[config.mk]
export PLATFORM = sky130hd
export DESIGN_NAME = ipc_link_coder
export DESIGN_NICKNAME = d
export VERILOG_FILES = /design/src/hw/ipc_pkg.sv /design/src/hw/ipc_link_coder.sv
export SDC_FILE = /design/constraint.sdc
export NUM_CORES = 1
export LEC_CHECK = 0
export CAP_MARGIN = 20
export CORE_ASPECT_RATIO = 1.2
export CORE_UTILIZATION = 40
export CTS_BUF_LIST = sky130_fd_sc_hd__clkbuf_4
export CTS_CLUSTER_DIAMETER = 200
export DETAILED_ROUTE_END_ITERATION = 10
export DONT_BUFFER_PORTS = 1
export MAX_ROUTING_LAYER = met4
export PLACE_DENSITY_LB_ADDON = 0.25
export SETUP_SLACK_MARGIN = 0.15
export SYNTH_ARGS = -nofsm -noshare
export SYNTH_HDL_FRONTEND = slang
export SYNTH_SLANG_ARGS = --single-unit
export TNS_END_PERCENT = 100
[constraint.sdc]
create_clock -name aclk -period 10.7 [get_ports aclk]
set_input_delay 1.07 -clock aclk [delete_from_list [all_inputs] [get_ports aclk]]
set_output_delay 1.07 -clock aclk [all_outputs]
set_load 0.01 [all_outputs]
[src/hw/ipc_pkg.sv]
// Constants and types for the isolated pulse link coder.
// Assumes a single 100 MHz clock and an AXI4-Lite register bus.
package ipc_pkg;
  // ----------------------------------------------------------------
  // Timing
  // ----------------------------------------------------------------
  localparam int CLK_MHZ = 100;
  localparam int LEVEL_FAST_PS = 62500;
  localparam int LEVEL_SLOW_PS = 500000;
  localparam int BIT_FAST_PS = 375000;
  localparam int BIT_SLOW_PS = 3000000;
  localparam int MIN_PULSE_NS = 50;
  localparam int SLICES_PER_BIT = 3;
  localparam int CNT_W = 9;
  // Nearest whole cycle; fast slice of 12.5 cycles at 100 MHz rounds to 13
  localparam logic [7:0] SLICE_FAST_CYC =
    8'((2 * LEVEL_FAST_PS * CLK_MHZ + 500000) / 1000000);
  localparam logic [7:0] SLICE_SLOW_CYC =
    8'((2 * LEVEL_SLOW_PS * CLK_MHZ + 500000) / 1000000);
  localparam logic [2:0] MIN_PULSE_CYC =
    3'((MIN_PULSE_NS * CLK_MHZ + 999) / 1000);

  // ----------------------------------------------------------------
  // Register map
  // ----------------------------------------------------------------
  localparam logic [7:0] ADDR_CTRL = 8'h00;
  localparam logic [7:0] ADDR_STATUS = 8'h04;
  localparam logic [7:0] ADDR_TX_DATA = 8'h08;
  localparam logic [7:0] ADDR_RX_DATA = 8'h0C;
  localparam logic [7:0] ADDR_WAKE_MIN = 8'h10;
  localparam logic [7:0] ADDR_IRQ_STAT = 8'h14;
  localparam logic [7:0] ADDR_IRQ_MASK = 8'h18;
  localparam int CTRL_NORMAL_BIT = 0;
  localparam int CTRL_START_BIT = 1;
  localparam int CTRL_LEN_LSB = 8;
  localparam int LEN_W = 5;
  localparam int IRQ_TX_DONE = 0;
  localparam int IRQ_RX_BIT = 1;
  localparam int IRQ_WAKE = 2;
  localparam int IRQ_W = 3;
  localparam logic [7:0] WAKE_MIN_RST = 8'h08;
  localparam logic [1:0] RESP_OKAY = 2'h0;
  localparam logic [1:0] RESP_DECERR = 2'h3;

  // ----------------------------------------------------------------
  // Types
  // ----------------------------------------------------------------
  typedef struct packed {
    logic pos;
    logic neg;
  } ipc_line_t;

  typedef enum logic [1:0] {
    TX_IDLE = 2'b00,
    TX_PULSE = 2'b01,
    TX_PAUSE = 2'b11
  } ipc_tx_state_t;

  typedef enum logic {
    RX_HUNT = 1'b0,
    RX_BLANK = 1'b1
  } ipc_rx_state_t;
endpackage : ipc_pkg

[src/hw/ipc_link_coder.sv]
// Isolated pulse link coder: pulse symbol transmitter, receiver,
// stand-by wake counter and AXI4-Lite register slave.
// Pin inputs are synchronous to aclk; the line inputs are the
// digital outputs of the differential comparators.
`timescale 1ns/1ps
`default_nettype none
module ipc_link_coder #(
  parameter int DATA_W = 32
) (
  input wire logic aclk,
  input wire logic aresetn,
  input wire logic [7:0] s_axi_awaddr,
  input wire logic s_axi_awvalid,
  output logic s_axi_awready,
  input wire logic [31:0] s_axi_wdata,
  input wire logic [3:0] s_axi_wstrb,
  input wire logic s_axi_wvalid,
  output logic s_axi_wready,
  output logic [1:0] s_axi_bresp,
  output logic s_axi_bvalid,
  input wire logic s_axi_bready,
  input wire logic [7:0] s_axi_araddr,
  input wire logic s_axi_arvalid,
  output logic s_axi_arready,
  output logic [31:0] s_axi_rdata,
  output logic [1:0] s_axi_rresp,
  output logic s_axi_rvalid,
  input wire logic s_axi_rready,
  input wire logic line_rate_select,
  input wire logic tx_impedance_select,
  input wire ipc_pkg::ipc_line_t iso_line_in,
  output ipc_pkg::ipc_line_t iso_line_out,
  output ipc_pkg::ipc_line_t iso_line_oe,
  output logic tx_imp_high_o,
  output logic rx_enable_o,
  output logic irq_o
);
  // ----------------------------------------------------------------
  // Declarations
  // ----------------------------------------------------------------
  ipc_pkg::ipc_tx_state_t tx_state_reg, tx_state_next;
  logic [ipc_pkg::CNT_W-1:0] tx_cnt_reg, tx_cnt_next;
  logic tx_pause2_reg, tx_pause2_next;
  logic [ipc_pkg::LEN_W-1:0] tx_left_reg, tx_left_next;
  logic [DATA_W-1:0] tx_shift_reg, tx_shift_next;
  logic [7:0] tx_slice_reg, tx_slice_next;
  ipc_pkg::ipc_line_t out_reg, out_next, oe_reg, oe_next;
  logic tx_done_ev;
  ipc_pkg::ipc_rx_state_t rx_state_reg, rx_state_next;
  logic [ipc_pkg::CNT_W-1:0] rx_cnt_reg, rx_cnt_next;
  logic [2:0] pos_run_reg, pos_run_next, neg_run_reg, neg_run_next;
  logic [DATA_W-1:0] rx_shift_reg, rx_shift_next;
  logic [5:0] rx_count_reg, rx_count_next;
  logic [7:0] wake_cnt_reg, wake_cnt_next;
  logic wake_flag_reg, wake_flag_next;
  logic rx_bit_ev, wake_ev, in_pos, in_neg, pos_hit, neg_hit;
  logic [7:0] rate_slice;
  logic aw_full_reg, aw_full_next, w_full_reg, w_full_next;
  logic [7:0] aw_addr_reg, aw_addr_next;
  logic [31:0] w_data_reg, w_data_next;
  logic [3:0] w_strb_reg, w_strb_next;
  logic bvalid_reg, bvalid_next, rvalid_reg, rvalid_next;
  logic [1:0] bresp_reg, bresp_next, rresp_reg, rresp_next;
  logic [31:0] rdata_reg, rdata_next;
  logic normal_reg, normal_next, start_reg, start_next;
  logic [ipc_pkg::LEN_W-1:0] len_reg, len_next;
  logic [DATA_W-1:0] tx_data_reg, tx_data_next;
  logic [7:0] wake_min_reg, wake_min_next;
  logic [ipc_pkg::IRQ_W-1:0] stat_reg, stat_next, mask_reg, mask_next;
  logic irq_reg, irq_next, imp_reg, rx_en_reg, rx_en_next;
  logic do_wr, do_rd, rd_clear;
  logic [31:0] wr_val;

  function automatic logic [31:0] merge(input logic [31:0] old,
                                        input logic [31:0] val,
                                        input logic [3:0] strb);
    logic [31:0] r;
    r = old;
    for (int i = 0; i < 4; i++) begin
      if (strb[i]) begin
        r[i*8 +: 8] = val[i*8 +: 8];
      end
    end
    return r;
  endfunction : merge

  // Fast or slow slice length from the strap
  assign rate_slice = line_rate_select ? ipc_pkg::SLICE_FAST_CYC
                                       : ipc_pkg::SLICE_SLOW_CYC;

  // ----------------------------------------------------------------
  // Transmitter
  // ----------------------------------------------------------------
  always_comb begin
    tx_state_next = tx_state_reg;
    tx_cnt_next = tx_cnt_reg + 9'h001;
    tx_pause2_next = tx_pause2_reg;
    tx_left_next = tx_left_reg;
    tx_shift_next = tx_shift_reg;
    tx_slice_next = tx_slice_reg;
    tx_done_ev = 1'b0;
    unique case (tx_state_reg)
      ipc_pkg::TX_IDLE: begin
        tx_cnt_next = '0;
        if (start_reg && normal_reg) begin
          tx_state_next = ipc_pkg::TX_PULSE;
          tx_shift_next = tx_data_reg;
          tx_left_next = len_reg;
          tx_slice_next = rate_slice;
        end
      end
      ipc_pkg::TX_PULSE: begin
        if (tx_cnt_reg == {1'b0, tx_slice_reg} - 9'h001) begin
          tx_cnt_next = '0;
          tx_pause2_next = 1'b0;
          tx_state_next = ipc_pkg::TX_PAUSE;
        end
      end
      ipc_pkg::TX_PAUSE: begin
        if (tx_cnt_reg == {1'b0, tx_slice_reg} - 9'h001) begin
          tx_cnt_next = '0;
          tx_pause2_next = 1'b1;
          if (tx_pause2_reg) begin
            if (tx_left_reg == '0) begin
              tx_state_next = ipc_pkg::TX_IDLE;
              tx_done_ev = 1'b1;
            end else begin
              tx_state_next = ipc_pkg::TX_PULSE;
              tx_left_next = tx_left_reg - 5'h01;
              tx_shift_next = tx_shift_reg >> 1;
              tx_slice_next = rate_slice;
            end
          end
        end
      end
      default: begin
        tx_state_next = ipc_pkg::TX_IDLE;
      end
    endcase
    // First level follows the bit, second the inverse
    if (tx_state_next == ipc_pkg::TX_PULSE) begin
      if (tx_cnt_next < {2'b00, tx_slice_next[7:1]}) begin
        out_next.pos = tx_shift_next[0];
      end else begin
        out_next.pos = ~tx_shift_next[0];
      end
      out_next.neg = ~out_next.pos;
    end else begin
      out_next = '0;
    end
    oe_next.pos = tx_state_next != ipc_pkg::TX_IDLE;
    oe_next.neg = oe_next.pos;
  end

  // ----------------------------------------------------------------
  // Receiver and wake counter
  // ----------------------------------------------------------------
  assign in_pos = iso_line_in.pos & ~iso_line_in.neg;
  assign in_neg = iso_line_in.neg & ~iso_line_in.pos;
  // Qualify once a level has stood long enough
  assign pos_hit = in_pos && pos_run_reg == ipc_pkg::MIN_PULSE_CYC - 3'h1;
  assign neg_hit = in_neg && neg_run_reg == ipc_pkg::MIN_PULSE_CYC - 3'h1;

  always_comb begin
    pos_run_next = in_pos ? pos_run_reg : '0;
    neg_run_next = in_neg ? neg_run_reg : '0;
    if (in_pos && pos_run_reg != ipc_pkg::MIN_PULSE_CYC) begin
      pos_run_next = pos_run_reg + 3'h1;
    end
    if (in_neg && neg_run_reg != ipc_pkg::MIN_PULSE_CYC) begin
      neg_run_next = neg_run_reg + 3'h1;
    end
    rx_state_next = rx_state_reg;
    rx_cnt_next = rx_cnt_reg + 9'h001;
    rx_shift_next = rx_shift_reg;
    rx_count_next = rd_clear ? 6'h00 : rx_count_reg;
    rx_bit_ev = 1'b0;
    rx_en_next = normal_reg && tx_state_next == ipc_pkg::TX_IDLE;
    unique case (rx_state_reg)
      ipc_pkg::RX_HUNT: begin
        rx_cnt_next = '0;
        if (rx_en_reg && (pos_hit || neg_hit)) begin
          rx_shift_next = {pos_hit, rx_shift_reg[DATA_W-1:1]};
          rx_bit_ev = 1'b1;
          rx_state_next = ipc_pkg::RX_BLANK;
          if (rx_count_next != 6'(DATA_W)) begin
            rx_count_next = rx_count_next + 6'h01;
          end
        end
      end
      ipc_pkg::RX_BLANK: begin
        // Skip the rest of the pulse and the first pause
        if (rx_cnt_reg >= {rate_slice, 1'b0} - 9'h001) begin
          rx_state_next = ipc_pkg::RX_HUNT;
        end
      end
    endcase
    wake_cnt_next = wake_cnt_reg;
    wake_flag_next = wake_flag_reg;
    wake_ev = 1'b0;
    if (normal_reg) begin
      wake_cnt_next = '0;
      wake_flag_next = 1'b0;
    end else begin
      if ((pos_hit || neg_hit) && wake_cnt_reg != 8'hFF) begin
        wake_cnt_next = wake_cnt_reg + 8'h01;
      end
      if (!wake_flag_reg && wake_cnt_next > wake_min_reg) begin
        wake_flag_next = 1'b1;
        wake_ev = 1'b1;
      end
    end
  end

  // ----------------------------------------------------------------
  // AXI4-Lite slave and registers
  // ----------------------------------------------------------------
  assign do_wr = aw_full_reg && w_full_reg && !bvalid_reg;
  assign do_rd = s_axi_arvalid && s_axi_arready;
  assign rd_clear = do_rd && s_axi_araddr == ipc_pkg::ADDR_RX_DATA;

  always_comb begin
    aw_full_next = aw_full_reg;
    aw_addr_next = aw_addr_reg;
    w_full_next = w_full_reg;
    w_data_next = w_data_reg;
    w_strb_next = w_strb_reg;
    bvalid_next = bvalid_reg && !s_axi_bready;
    bresp_next = bresp_reg;
    rvalid_next = rvalid_reg && !s_axi_rready;
    rresp_next = rresp_reg;
    rdata_next = rdata_reg;
    normal_next = normal_reg;
    start_next = 1'b0;
    len_next = len_reg;
    tx_data_next = tx_data_reg;
    wake_min_next = wake_min_reg;
    mask_next = mask_reg;
    stat_next = stat_reg;
    wr_val = '0;
    if (s_axi_awvalid && s_axi_awready) begin
      aw_full_next = 1'b1;
      aw_addr_next = s_axi_awaddr;
    end
    if (s_axi_wvalid && s_axi_wready) begin
      w_full_next = 1'b1;
      w_data_next = s_axi_wdata;
      w_strb_next = s_axi_wstrb;
    end
    if (do_wr) begin
      aw_full_next = 1'b0;
      w_full_next = 1'b0;
      bvalid_next = 1'b1;
      bresp_next = ipc_pkg::RESP_OKAY;
      unique case (aw_addr_reg)
        ipc_pkg::ADDR_CTRL: begin
          wr_val = merge({19'h0, len_reg, 7'h0, normal_reg},
                         w_data_reg, w_strb_reg);
          normal_next = wr_val[ipc_pkg::CTRL_NORMAL_BIT];
          start_next = wr_val[ipc_pkg::CTRL_START_BIT];
          len_next = wr_val[ipc_pkg::CTRL_LEN_LSB +: ipc_pkg::LEN_W];
        end
        ipc_pkg::ADDR_TX_DATA: begin
          tx_data_next = merge(tx_data_reg, w_data_reg, w_strb_reg);
        end
        ipc_pkg::ADDR_WAKE_MIN: begin
          wr_val = merge({24'h0, wake_min_reg}, w_data_reg, w_strb_reg);
          wake_min_next = wr_val[7:0];
        end
        ipc_pkg::ADDR_IRQ_STAT: begin
          if (w_strb_reg[0]) begin
            stat_next = stat_reg & ~w_data_reg[ipc_pkg::IRQ_W-1:0];
          end
        end
        ipc_pkg::ADDR_IRQ_MASK: begin
          wr_val = merge({29'h0, mask_reg}, w_data_reg, w_strb_reg);
          mask_next = wr_val[ipc_pkg::IRQ_W-1:0];
        end
        ipc_pkg::ADDR_STATUS, ipc_pkg::ADDR_RX_DATA: begin
        end
        default: bresp_next = ipc_pkg::RESP_DECERR;
      endcase
    end
    // Hardware set wins over the write-one clear
    stat_next = stat_next | {wake_ev, rx_bit_ev, tx_done_ev};
    if (do_rd) begin
      rvalid_next = 1'b1;
      rresp_next = ipc_pkg::RESP_OKAY;
      rdata_next = '0;
      unique case (s_axi_araddr)
        ipc_pkg::ADDR_CTRL:
          rdata_next = {19'h0, len_reg, 7'h0, normal_reg};
        ipc_pkg::ADDR_STATUS:
          rdata_next = {18'h0, rx_count_reg, 4'h0, wake_flag_reg,
                        tx_impedance_select, line_rate_select,
                        tx_state_reg != ipc_pkg::TX_IDLE};
        ipc_pkg::ADDR_TX_DATA: rdata_next = tx_data_reg;
        ipc_pkg::ADDR_RX_DATA: rdata_next = rx_shift_reg;
        ipc_pkg::ADDR_WAKE_MIN: rdata_next = {24'h0, wake_min_reg};
        ipc_pkg::ADDR_IRQ_STAT: rdata_next = {29'h0, stat_reg};
        ipc_pkg::ADDR_IRQ_MASK: rdata_next = {29'h0, mask_reg};
        default: rresp_next = ipc_pkg::RESP_DECERR;
      endcase
    end
    irq_next = |(stat_next & mask_next);
  end

  // ----------------------------------------------------------------
  // State registers
  // ----------------------------------------------------------------
  always_ff @(posedge aclk) begin
    if (!aresetn) begin
      tx_state_reg <= ipc_pkg::TX_IDLE;
      tx_cnt_reg <= '0;
      tx_pause2_reg <= 1'b0;
      tx_left_reg <= '0;
      tx_shift_reg <= '0;
      tx_slice_reg <= ipc_pkg::SLICE_SLOW_CYC;
      out_reg <= '0;
      oe_reg <= '0;
      rx_state_reg <= ipc_pkg::RX_HUNT;
      rx_cnt_reg <= '0;
      pos_run_reg <= '0;
      neg_run_reg <= '0;
      rx_shift_reg <= '0;
      rx_count_reg <= '0;
      wake_cnt_reg <= '0;
      wake_flag_reg <= 1'b0;
      rx_en_reg <= 1'b0;
      aw_full_reg <= 1'b0;
      aw_addr_reg <= '0;
      w_full_reg <= 1'b0;
      w_data_reg <= '0;
      w_strb_reg <= '0;
      bvalid_reg <= 1'b0;
      bresp_reg <= ipc_pkg::RESP_OKAY;
      rvalid_reg <= 1'b0;
      rresp_reg <= ipc_pkg::RESP_OKAY;
      rdata_reg <= '0;
      normal_reg <= 1'b0;
      start_reg <= 1'b0;
      len_reg <= '0;
      tx_data_reg <= '0;
      wake_min_reg <= ipc_pkg::WAKE_MIN_RST;
      stat_reg <= '0;
      mask_reg <= '0;
      irq_reg <= 1'b0;
      imp_reg <= 1'b0;
    end else begin
      tx_state_reg <= tx_state_next;
      tx_cnt_reg <= tx_cnt_next;
      tx_pause2_reg <= tx_pause2_next;
      tx_left_reg <= tx_left_next;
      tx_shift_reg <= tx_shift_next;
      tx_slice_reg <= tx_slice_next;
      out_reg <= out_next;
      oe_reg <= oe_next;
      rx_state_reg <= rx_state_next;
      rx_cnt_reg <= rx_cnt_next;
      pos_run_reg <= pos_run_next;
      neg_run_reg <= neg_run_next;
      rx_shift_reg <= rx_shift_next;
      rx_count_reg <= rx_count_next;
      wake_cnt_reg <= wake_cnt_next;
      wake_flag_reg <= wake_flag_next;
      rx_en_reg <= rx_en_next;
      aw_full_reg <= aw_full_next;
      aw_addr_reg <= aw_addr_next;
      w_full_reg <= w_full_next;
      w_data_reg <= w_data_next;
      w_strb_reg <= w_strb_next;
      bvalid_reg <= bvalid_next;
      bresp_reg <= bresp_next;
      rvalid_reg <= rvalid_next;
      rresp_reg <= rresp_next;
      rdata_reg <= rdata_next;
      normal_reg <= normal_next;
      start_reg <= start_next;
      len_reg <= len_next;
      tx_data_reg <= tx_data_next;
      wake_min_reg <= wake_min_next;
      stat_reg <= stat_next;
      mask_reg <= mask_next;
      irq_reg <= irq_next;
      imp_reg <= tx_impedance_select;
    end
  end

  assign s_axi_awready = !aw_full_reg;
  assign s_axi_wready = !w_full_reg;
  assign s_axi_bvalid = bvalid_reg;
  assign s_axi_bresp = bresp_reg;
  assign s_axi_arready = !rvalid_reg;
  assign s_axi_rvalid = rvalid_reg;
  assign s_axi_rresp = rresp_reg;
  assign s_axi_rdata = rdata_reg;
  assign iso_line_out = out_reg;
  assign iso_line_oe = oe_reg;
  assign tx_imp_high_o = imp_reg;
  assign rx_enable_o = rx_en_reg;
  assign irq_o = irq_reg;

  // ----------------------------------------------------------------
  // Checks
  // ----------------------------------------------------------------
  logic [ipc_pkg::CNT_W-1:0] sym_len_reg;
  always_ff @(posedge aclk) begin
    if (!aresetn || (tx_state_next == ipc_pkg::TX_PULSE &&
                     tx_state_reg != ipc_pkg::TX_PULSE)) begin
      sym_len_reg <= '0;
    end else begin
      sym_len_reg <= sym_len_reg + 9'h001;
    end
  end
endmodule : ipc_link_coder
`default_nettype wire

==> flow_metrics.tcl, run 1 <==
set metrics [dict create \
    grtUsageTotal_pct 21.28 \
    ys_ff_latch 261 \
    cts.sinks 261 \
    place_area_um2 11940 \
    die_x_um 157.9 \
    yosysSeqAreaShare_pct 44.76 \
    synth_edf_count 0 \
    io_pins 111 \
    synth_area_leader_cell "dfxtp_1" \
    clk_path_buf_depth 3 \
    cts_max_level 3 \
    synthArstFlopShare_pct 0 \
    io_buffers 0 \
    yosys_warnings 0 \
    synth.distinct_cells 66 \
    start_util_pct 40.59 \
    yosysMostFrequentCell "dfxtp_1" \
    cts_resized 0 \
    ys_top_cells_by_count "261 x dfxtp_1, 236 x nand2_1, 110 x a21boi_0" \
    avgSynthCellArea_um2 8.843 \
    grt_max_degree 208 \
    dieHeight_um 189.1 \
    yosysTopAreaCellShare_pct 44.76 \
    antenna_found_initial 1 \
    synth_area_leaders "dfxtp_1 45%, nand2_1 7.6%, a21boi_0 7.1%, nor2b_1 4.2%, ha_1 4.0%" \
    rows 68 \
    cts_root_buffer "clkbuf_4" \
    cts_buffers 72 \
    grt_pass1_wl_um 48570 \
    grt_pass1_vias 9369 \
    post_cts_buffers 0 \
    synth_fp_nets 1420 \
    syn-cell-area_um2 11670 \
    syn_inst 1320 \
    detailed_place_hpwl_um 20480 \
    synthFlopType "dfxtp_1" \
    outcome "stopped before the end" \
    postCtsHoldBufs 0 \
    haltStage "5_2_route" \
    gp_congestion 0.8562 \
    gr-total-overflow 0 \
    error_line "[ERROR DRT-0255] Maze Route cannot find path of net aclk in worker of routeBox ( 144900 0 ) ( 157940 48300 )." \
]
-- metrics by stage --
step                      hold slack (ns)  utilization, %  instances  setup slack (ns)
after global routing               0.4442           44.65       1756             5.664
after CTS                          0.4207           44.52       1753             5.902
after floorplan                    0.4302               -       1320             6.121
after global placement             0.4461           41.53       1637             6.010
after detailed placement           0.4472           41.53       1637             5.923
-- per-layer routing --
layer / global-route usage, %
met1: 23.24
met2: 36.14
met3: 5.081
met4: 9.985
met5: -
-- logic make-up after synthesis --
family	count (synthesis)	share of synthesized area, %
buffers and inverters	114	3.859
multiplexers	32	2.916
flip-flops	261	44.76
AND/OR/NAND/NOR	511	21.05
adder cells (fa/ha/maj)	37	3.966
XOR/XNOR	33	2.476
AO/OA/AOI/OAI	332	20.97
==> inputs of run 2 (changes only) <==
==> config.mk (replaced) <==
export PLATFORM = sky130hd
export DESIGN_NAME = ipc_link_coder
export DESIGN_NICKNAME = d
export VERILOG_FILES = /design/src/hw/ipc_pkg.sv /design/src/hw/ipc_link_coder.sv
export SDC_FILE = /design/constraint.sdc
export NUM_CORES = 1
export LEC_CHECK = 0
export CAP_MARGIN = 20
export CORE_UTILIZATION = 25
export DETAILED_ROUTE_END_ITERATION = 10
export DONT_BUFFER_PORTS = 1
export PLACE_DENSITY_LB_ADDON = 0.15
export SYNTH_ARGS = -nofsm -noshare
export SYNTH_HDL_FRONTEND = slang
export SYNTH_SLANG_ARGS = --single-unit
export TNS_END_PERCENT = 100
==> run 2 against run 1 <==
Against the previous run: the run now ends clean; synthesized area unchanged; synthesized cell count unchanged; global-route usage decreased by 6.8 points.
==> flow_metrics.tcl, run 2 <==
set metrics [dict create \
    worstSetupPathType "flip-flop to flip-flop" \
    hold_slack_ns 0.4635 \
    yosysMostFrequentCell "dfxtp_1" \
    avgSynthCellArea_um2 8.843 \
    layout_commonest_cell "dfxtp_1" \
    final_cell_mix "261 x dfxtp_1, 236 x nand2_1, 110 x a21boi_0" \
    reg2reg_to "iso_line_out[0]$_SDFF_PN0_" \
    dp_cells 1853 \
    synth_edf_count 0 \
    gr-total-overflow 0 \
    r2r-start "tx_slice_reg[2]$_SDFF_PN1_" \
    cts_resized 0 \
    outcome "complete, no violations" \
    setup_viol 0 \
    tightest_slew_ns 0.9273 \
    cts_root_buffer "clkbuf_16" \
    design.die.area_um2 47560 \
    min_path_type "flip-flop to flip-flop" \
    start_util_pct 25.56 \
    fmaxAchievable_ghz 0.2054 \
    cp_slowest_stage_delay_ns 0.58 \
    io_buffers 0 \
    yosys_warnings 0 \
    grt_pass1_vias 9090 \
    final.period_utilization_pct 45.50 \
    worst_ir_drop_vdd_uv 75.21 \
    ys_top_cells_by_count "261 x dfxtp_1, 236 x nand2_1, 110 x a21boi_0" \
    grt_max_degree 208 \
    nets 1391 \
    cts.sinks 261 \
    cp.required_ns 11.12 \
    whs_path_depth 1 \
    die_x_um 218.1 \
    antenna_found_initial 1 \
    synth.distinct_cells 66 \
    timing.final.crit_period_ns 4.869 \
    drv_slew 0 \
    rows 78 \
    p_per_area_nw_per_um2 166.5 \
    fp.coreArea_um2 45670 \
    synthFlopType "dfxtp_1" \
    reg2reg_depth 16 \
    finalHoldViolCount 0 \
    detailed_place_hpwl_um 23380 \
    cts_tree "built" \
    synthArstFlopShare_pct 0 \
    grtUsageTotal_pct 14.52 \
    path_cells "or4_4 > or4_1 > a211o_1 > and3_4 > nor4_4 > buf_4 > o211a_1 > a21oi_1 > ha_1 > a21o_1 > a21oi_1 > o21ai_0 > a221oi_1 > o31ai_1 > or4_4 > and3b_1" \
    viasPerCell 4.805 \
    place_area_um2 12230 \
    cts_buffers 34 \
    dieHeight_um 218.1 \
    hold_start "tx_shift_reg[29]$_SDFFE_PN0P_" \
    grt_pass1_wl_um 53490 \
    syn-cell-area_um2 11670 \
    synth_fp_nets 1420 \
    postLayoutCellArea_um2 13400 \
    fin_tns_setup_ns 0 \
    syn_inst 1320 \
    area_growth_pct 14.79 \
    postCtsHoldBufs 0 \
    clk_pin_slew_ns 0.06 \
    post_cts_buffers 0 \
    post-route-drc-count 0 \
    post-route-util_pct 29.34 \
    synth_area_leaders "dfxtp_1 45%, nand2_1 7.6%, a21boi_0 7.1%, nor2b_1 4.2%, ha_1 4.0%" \
    worstPathMaxFanout 35 \
    power.leakage_nw 4.533 \
    worstPathArrival_ns 5.29 \
    end_kind "flip-flop" \
    ys_ff_latch 261 \
    dr.first_iter.drc_count 572 \
    rsz0062_at_grt "no" \
    startpoint_type "flip-flop" \
    final_cell_count_no_fill 1918 \
    hold_end "tx_shift_reg[29]$_SDFFE_PN0P_" \
    clk_latency_ns 0.54 \
    fin_skew_ns 0.01993 \
    drtAntennaViolNets 0 \
    yosysSeqAreaShare_pct 44.76 \
    io_pins 111 \
    first_pass_iters 5 \
    crit_slowest_cell "or4_4" \
    cts_max_level 2 \
    wl_um 34300 \
    slew_headroom_pct 38.05 \
    gp_congestion 0.7978 \
    wl_per_cell_um 17.88 \
    r2r_setup_slack_ns 5.83 \
    vias 9216 \
    yosysTopAreaCellShare_pct 44.76 \
    synth_area_leader_cell "dfxtp_1" \
    cap_violations 0 \
    clk_path_buf_depth 3 \
    final_layout_size_suffix_gt1_share_pct 7.213 \
]
==> run 2: cell counts after synthesis <==
No cell type changed its count.
==> run 2: routing by layer <==
metal	track usage [%]	wire, um	vias to the layer above	part of all wire [%]
met3	3.696	1789	47	5.2
met5	0	0	-	0
li1	-	-	4599	-
met2	24.41	16340	171	48
met1	17.92	15290	4399	45
met4	4.872	868	0	2.5
==> run 2: area by class of cell <==
class / instances / area, um2
well taps: 600 / 750.7
diodes: 1 / 2.502
fillers: 4910 / 32270
clock inverters: 12 / 157.7
flip-flops and latches: 261 / 5225
inverters: 34 / 127.6
multi-input cells: 945 / 6025
repair buffers: 15 / 110.1
clock buffers: 50 / 1001
==> run 2: how the worst max path moves through the flow <==
stage	end	startpoint	cells after the start	slack, ns
after detailed placement	iso_line_out[0]$_SDFF_PN0_	tx_slice_reg[2]$_SDFF_PN1_	16	5.88
after CTS	iso_line_out[0]$_SDFF_PN0_	tx_slice_reg[2]$_SDFF_PN1_	16	5.86
after global placement	iso_line_out[0]$_SDFF_PN0_	tx_slice_reg[2]$_SDFF_PN1_	16	5.91
after floorplan	iso_line_out[0]$_SDFF_PN0_	tx_slice_reg[2]$_SDFF_PN1_	15	6.12
after global routing	iso_line_out[0]$_SDFF_PN0_	tx_slice_reg[0]$_SDFFE_PN0P_	17	5.57
final	iso_line_out[0]$_SDFF_PN0_	tx_slice_reg[2]$_SDFF_PN1_	16	5.83
==> run 2: critical path, delay by kind of cell, from the launching register on <==
kind            cells  cell delay [ns]
simple gates        6             2.13
buf+inv             1             0.40
fa+ha+maj           1             0.34
compound gates      8             1.52
flops               1             0.35
==> run 2: kinds of logic (layout without fill, tap and decap cells) <==
group / Yosys count / count (layout) / share of synthesized area, %
AO/OA/AOI/OAI: 332 / 332 / 20.97
XOR/XNOR: 33 / 33 / 2.476
adder cells (fa/ha/maj): 37 / 37 / 3.966
buffers and inverters: 114 / 111 / 3.859
flip-flops: 261 / 261 / 44.76
multiplexers: 32 / 32 / 2.916
other: 0 / 1 / 0
AND/OR/NAND/NOR: 511 / 511 / 21.05
==> run 2: report_power, final <==
part           switching (W)  internal [W]  leakage (nW)
registers          0.0000146      0.000984          2.11
logic              0.0000275     0.0000216          1.85
clock network       0.000459      0.000725         0.574
==> run 2: through the flow <==
| step | setup WS, ns | power (W) |
|---|---|---|
| after detailed placement | 5.881 | 0.001071 |
| after global routing | 5.568 | 0.002325 |
| final | 5.831 | 0.002231 |
| after floorplan | 6.121 | 0.001063 |
| after global placement | 5.911 | 0.001070 |
| after CTS | 5.861 | 0.002282 |
No activity file was read; power rests on OpenSTA's default activity.
==> inputs of run 3 (changes only) <==
--- a/config.mk
+++ b/config.mk
@@ -5,6 +5,7 @@
 export SDC_FILE = /design/constraint.sdc
 export NUM_CORES = 1
 export LEC_CHECK = 0
+export ABC_AREA = 1
 export CAP_MARGIN = 20
 export CORE_UTILIZATION = 25
 export DETAILED_ROUTE_END_ITERATION = 10
==> constraint.sdc (replaced) <==
create_clock -name aclk -period 5 [get_ports aclk]
set_input_delay 0.5 -clock aclk [delete_from_list [all_inputs] [get_ports aclk]]
set_output_delay 0.5 -clock aclk [all_outputs]
set_load 0.01 [all_outputs]
==> run 3 against run 2 <==
Against the previous run: register-to-register slack worse by 4.7 ns; sequential cell count stayed put; clock skew about the same; highest routed layer is now met5.
==> flow_metrics.tcl, run 3 <==
set metrics [dict create \
    outcome "complete, no violations" \
    worstPathArrival_ns 4.42 \
    grt_max_degree 110 \
    avgSynthCellArea_um2 7.380 \
    die_x_um 219.3 \
    met3_length_um 1465 \
    io_buffers 0 \
    post-route-drc-count 0 \
    cp_slowest_stage_delay_ns 0.40 \
    startpoint_type "flip-flop" \
    wl_met2_um 15720 \
    grtUsageTotal_pct 14.94 \
    io_pins 111 \
    rows 79 \
    drtAntennaViolNets 0 \
    nets 1666 \
    final_cell_count_no_fill 2196 \
    crit_slowest_cell "dfxtp_1" \
    synth_area_leaders "dfxtp_1 44%, nand2_1 9.5%, a21oi_1 6.7%, o21ai_0 6.4%, inv_1 6.2%" \
    worstPathMaxFanout 22 \
    detailed_place_hpwl_um 24910 \
    synth_edf_count 0 \
    cts_max_level 1 \
    ys_ff_latch 261 \
    worst_ir_drop_vdd_uv 279.4 \
    p_sw_w 0.001126 \
    dr.first_iter.drc_count 475 \
    final_layout_size_suffix_gt1_share_pct 6.608 \
    synth_fp_nets 1699 \
    cts_root_buffer "clkbuf_16" \
    yosysTopAreaCellShare_pct 44.27 \
    dp_cells 2139 \
    top_layer "met5" \
    yosysSeqAreaShare_pct 44.27 \
    p_int_w 0.003576 \
    yosys_warnings 0 \
    cap_violations 0 \
    clk_pin_slew_ns 0.06 \
    post_cts_buffers 0 \
    wl_met1_um 17940 \
    cts_tree "built" \
    synth_area_leader_cell "dfxtp_1" \
    postLayoutCellArea_um2 13350 \
    pwr-share-clk_pct 48.8 \
    design.die.area_um2 48080 \
    synthFlopType "dfxtp_1" \
    wl_um 35690 \
    timing.final.crit_period_ns 3.910 \
    hold_slack_ns 0.03698 \
    worstSetupPathType "flip-flop to flip-flop" \
    cp_common_cell "nand2_1" \
    final_cell_mix "300 x nand2_1, 261 x dfxtp_1, 196 x inv_1" \
    cts_buffers 30 \
    antenna_found_initial 2 \
    clk_path_buf_depth 3 \
    vias 10140 \
    min_path_type "input pin to flip-flop" \
    slew_headroom_pct 28.75 \
    place_area_um2 12300 \
    grt_pass1_wl_um 56370 \
    synthArstFlopShare_pct 0 \
    ys_top_cells_by_count "300 x nand2_1, 261 x dfxtp_1, 196 x inv_1" \
    first_pass_iters 5 \
    syn_inst 1599 \
    fin_tns_setup_ns 0 \
    synth.distinct_cells 51 \
    final.period_utilization_pct 78.21 \
    grt_pass1_vias 9614 \
    dieHeight_um 219.3 \
    end_kind "flip-flop" \
    cp.required_ns 5.51 \
    start_util_pct 25.35 \
    power.leakage_nw 4.882 \
    post-route-util_pct 28.68 \
    yosysMostFrequentCell "nand2_1" \
    fp.coreArea_um2 46560 \
    pwr-share-comb_pct 5.4 \
    finalHoldViolCount 0 \
    area_growth_pct 13.16 \
    cts.sinks 261 \
    gr-total-overflow 0 \
    gp_congestion 0.8276 \
    clk_latency_ns 0.58 \
    viasPerCell 4.617 \
    tightest_slew_ns 1.068 \
    antennaDiodeCount 0 \
    swShare_pct 23.95 \
    syn-cell-area_um2 11800 \
    wl_per_cell_um 16.25 \
    rsz0062_at_grt "no" \
    setup_viol 0 \
    p_seq_share_pct 45.8 \
    fmaxAchievable_ghz 0.2557 \
    drv_slew 0 \
    layout_commonest_cell "nand2_1" \
    fin_skew_ns 0.01981 \
    p_per_area_nw_per_um2 352.1 \
]
## run 3: metal layers
metal | global-route usage, % | up-vias
met5 | 0 | -
met4 | 3.519 | 4
met3 | 2.204 | 41
met2 | 23.53 | 173
met1 | 21.26 | 4711
li1 | - | 5210
## run 3: power groups by stage
stage               combinational [W]  clock, W  sequential, W
global placement             0.000256         0        0.00220
global route                 0.000294   0.00246        0.00216
CTS                          0.000261   0.00237        0.00215
finish                       0.000256   0.00229        0.00215
floorplan                    0.000206         0        0.00219
detailed placement           0.000259         0        0.00220
## run 3: cell families after synthesis
logic type               share of synthesized area, %
multiplexers                                  0.08482
XOR/XNOR                                        1.633
adder cells (fa/ha/maj)                         3.923
AND/OR/NAND/NOR                                 20.45
flip-flops                                      44.27
buffers and inverters                           9.256
AO/OA/AOI/OAI                                   20.38
## run 3: worst paths after layout
| kind | cells after the start | endpoint | slack [ns] | from |
|---|---|---|---|---|
| setup reg to reg | 26 | iso_line_out[1]$_SDFF_PN0_ | 1.09 | tx_slice_reg[1]$_SDFF_PN0_ |
| hold / removal | 2 | tx_imp_high_o$_SDFF_PN0_ | 0.04 | tx_impedance_select |
| hold reg to reg | 2 | w_data_reg[30]$_SDFFE_PN0P_ | 0.45 | w_data_reg[30]$_SDFFE_PN0P_ |
| setup / recovery | 26 | iso_line_out[1]$_SDFF_PN0_ | 1.09 | tx_slice_reg[1]$_SDFF_PN0_ |
## run 3: timing repair
action	in CTS	in global routing
hold buffers	1	0
gates resized for setup	0	0
hold endpoints to repair	3	0
## run 3: cell type report
type	instances	area [um2]
inverters	202	762.0
clock buffers	42	887.1
flip-flops and latches	261	5225
repair buffers	11	88.84
clock inverters	13	145.1
well taps	607	759.5
multi-input cells	1060	5487
fillers	5079	33200
## run 3: critical path: cells and delay by family, from the launching register on
family / cells / cell delay [ns]
AO/OA/AOI/OAI: 5 / 0.69
adder cells (fa/ha/maj): 2 / 0.59
buffers and inverters: 4 / 0.54
flip-flops: 1 / 0.40
AND/OR/NAND/NOR: 15 / 1.61
## run 3: per-stage QoR
stage	power, W	setup WS [ns]
after floorplan	0.002396	2.028
after global placement	0.002455	1.212
after detailed placement	0.002458	1.133
after CTS	0.004787	1.116
after global routing	0.004908	0.6841
final	0.004701	1.090
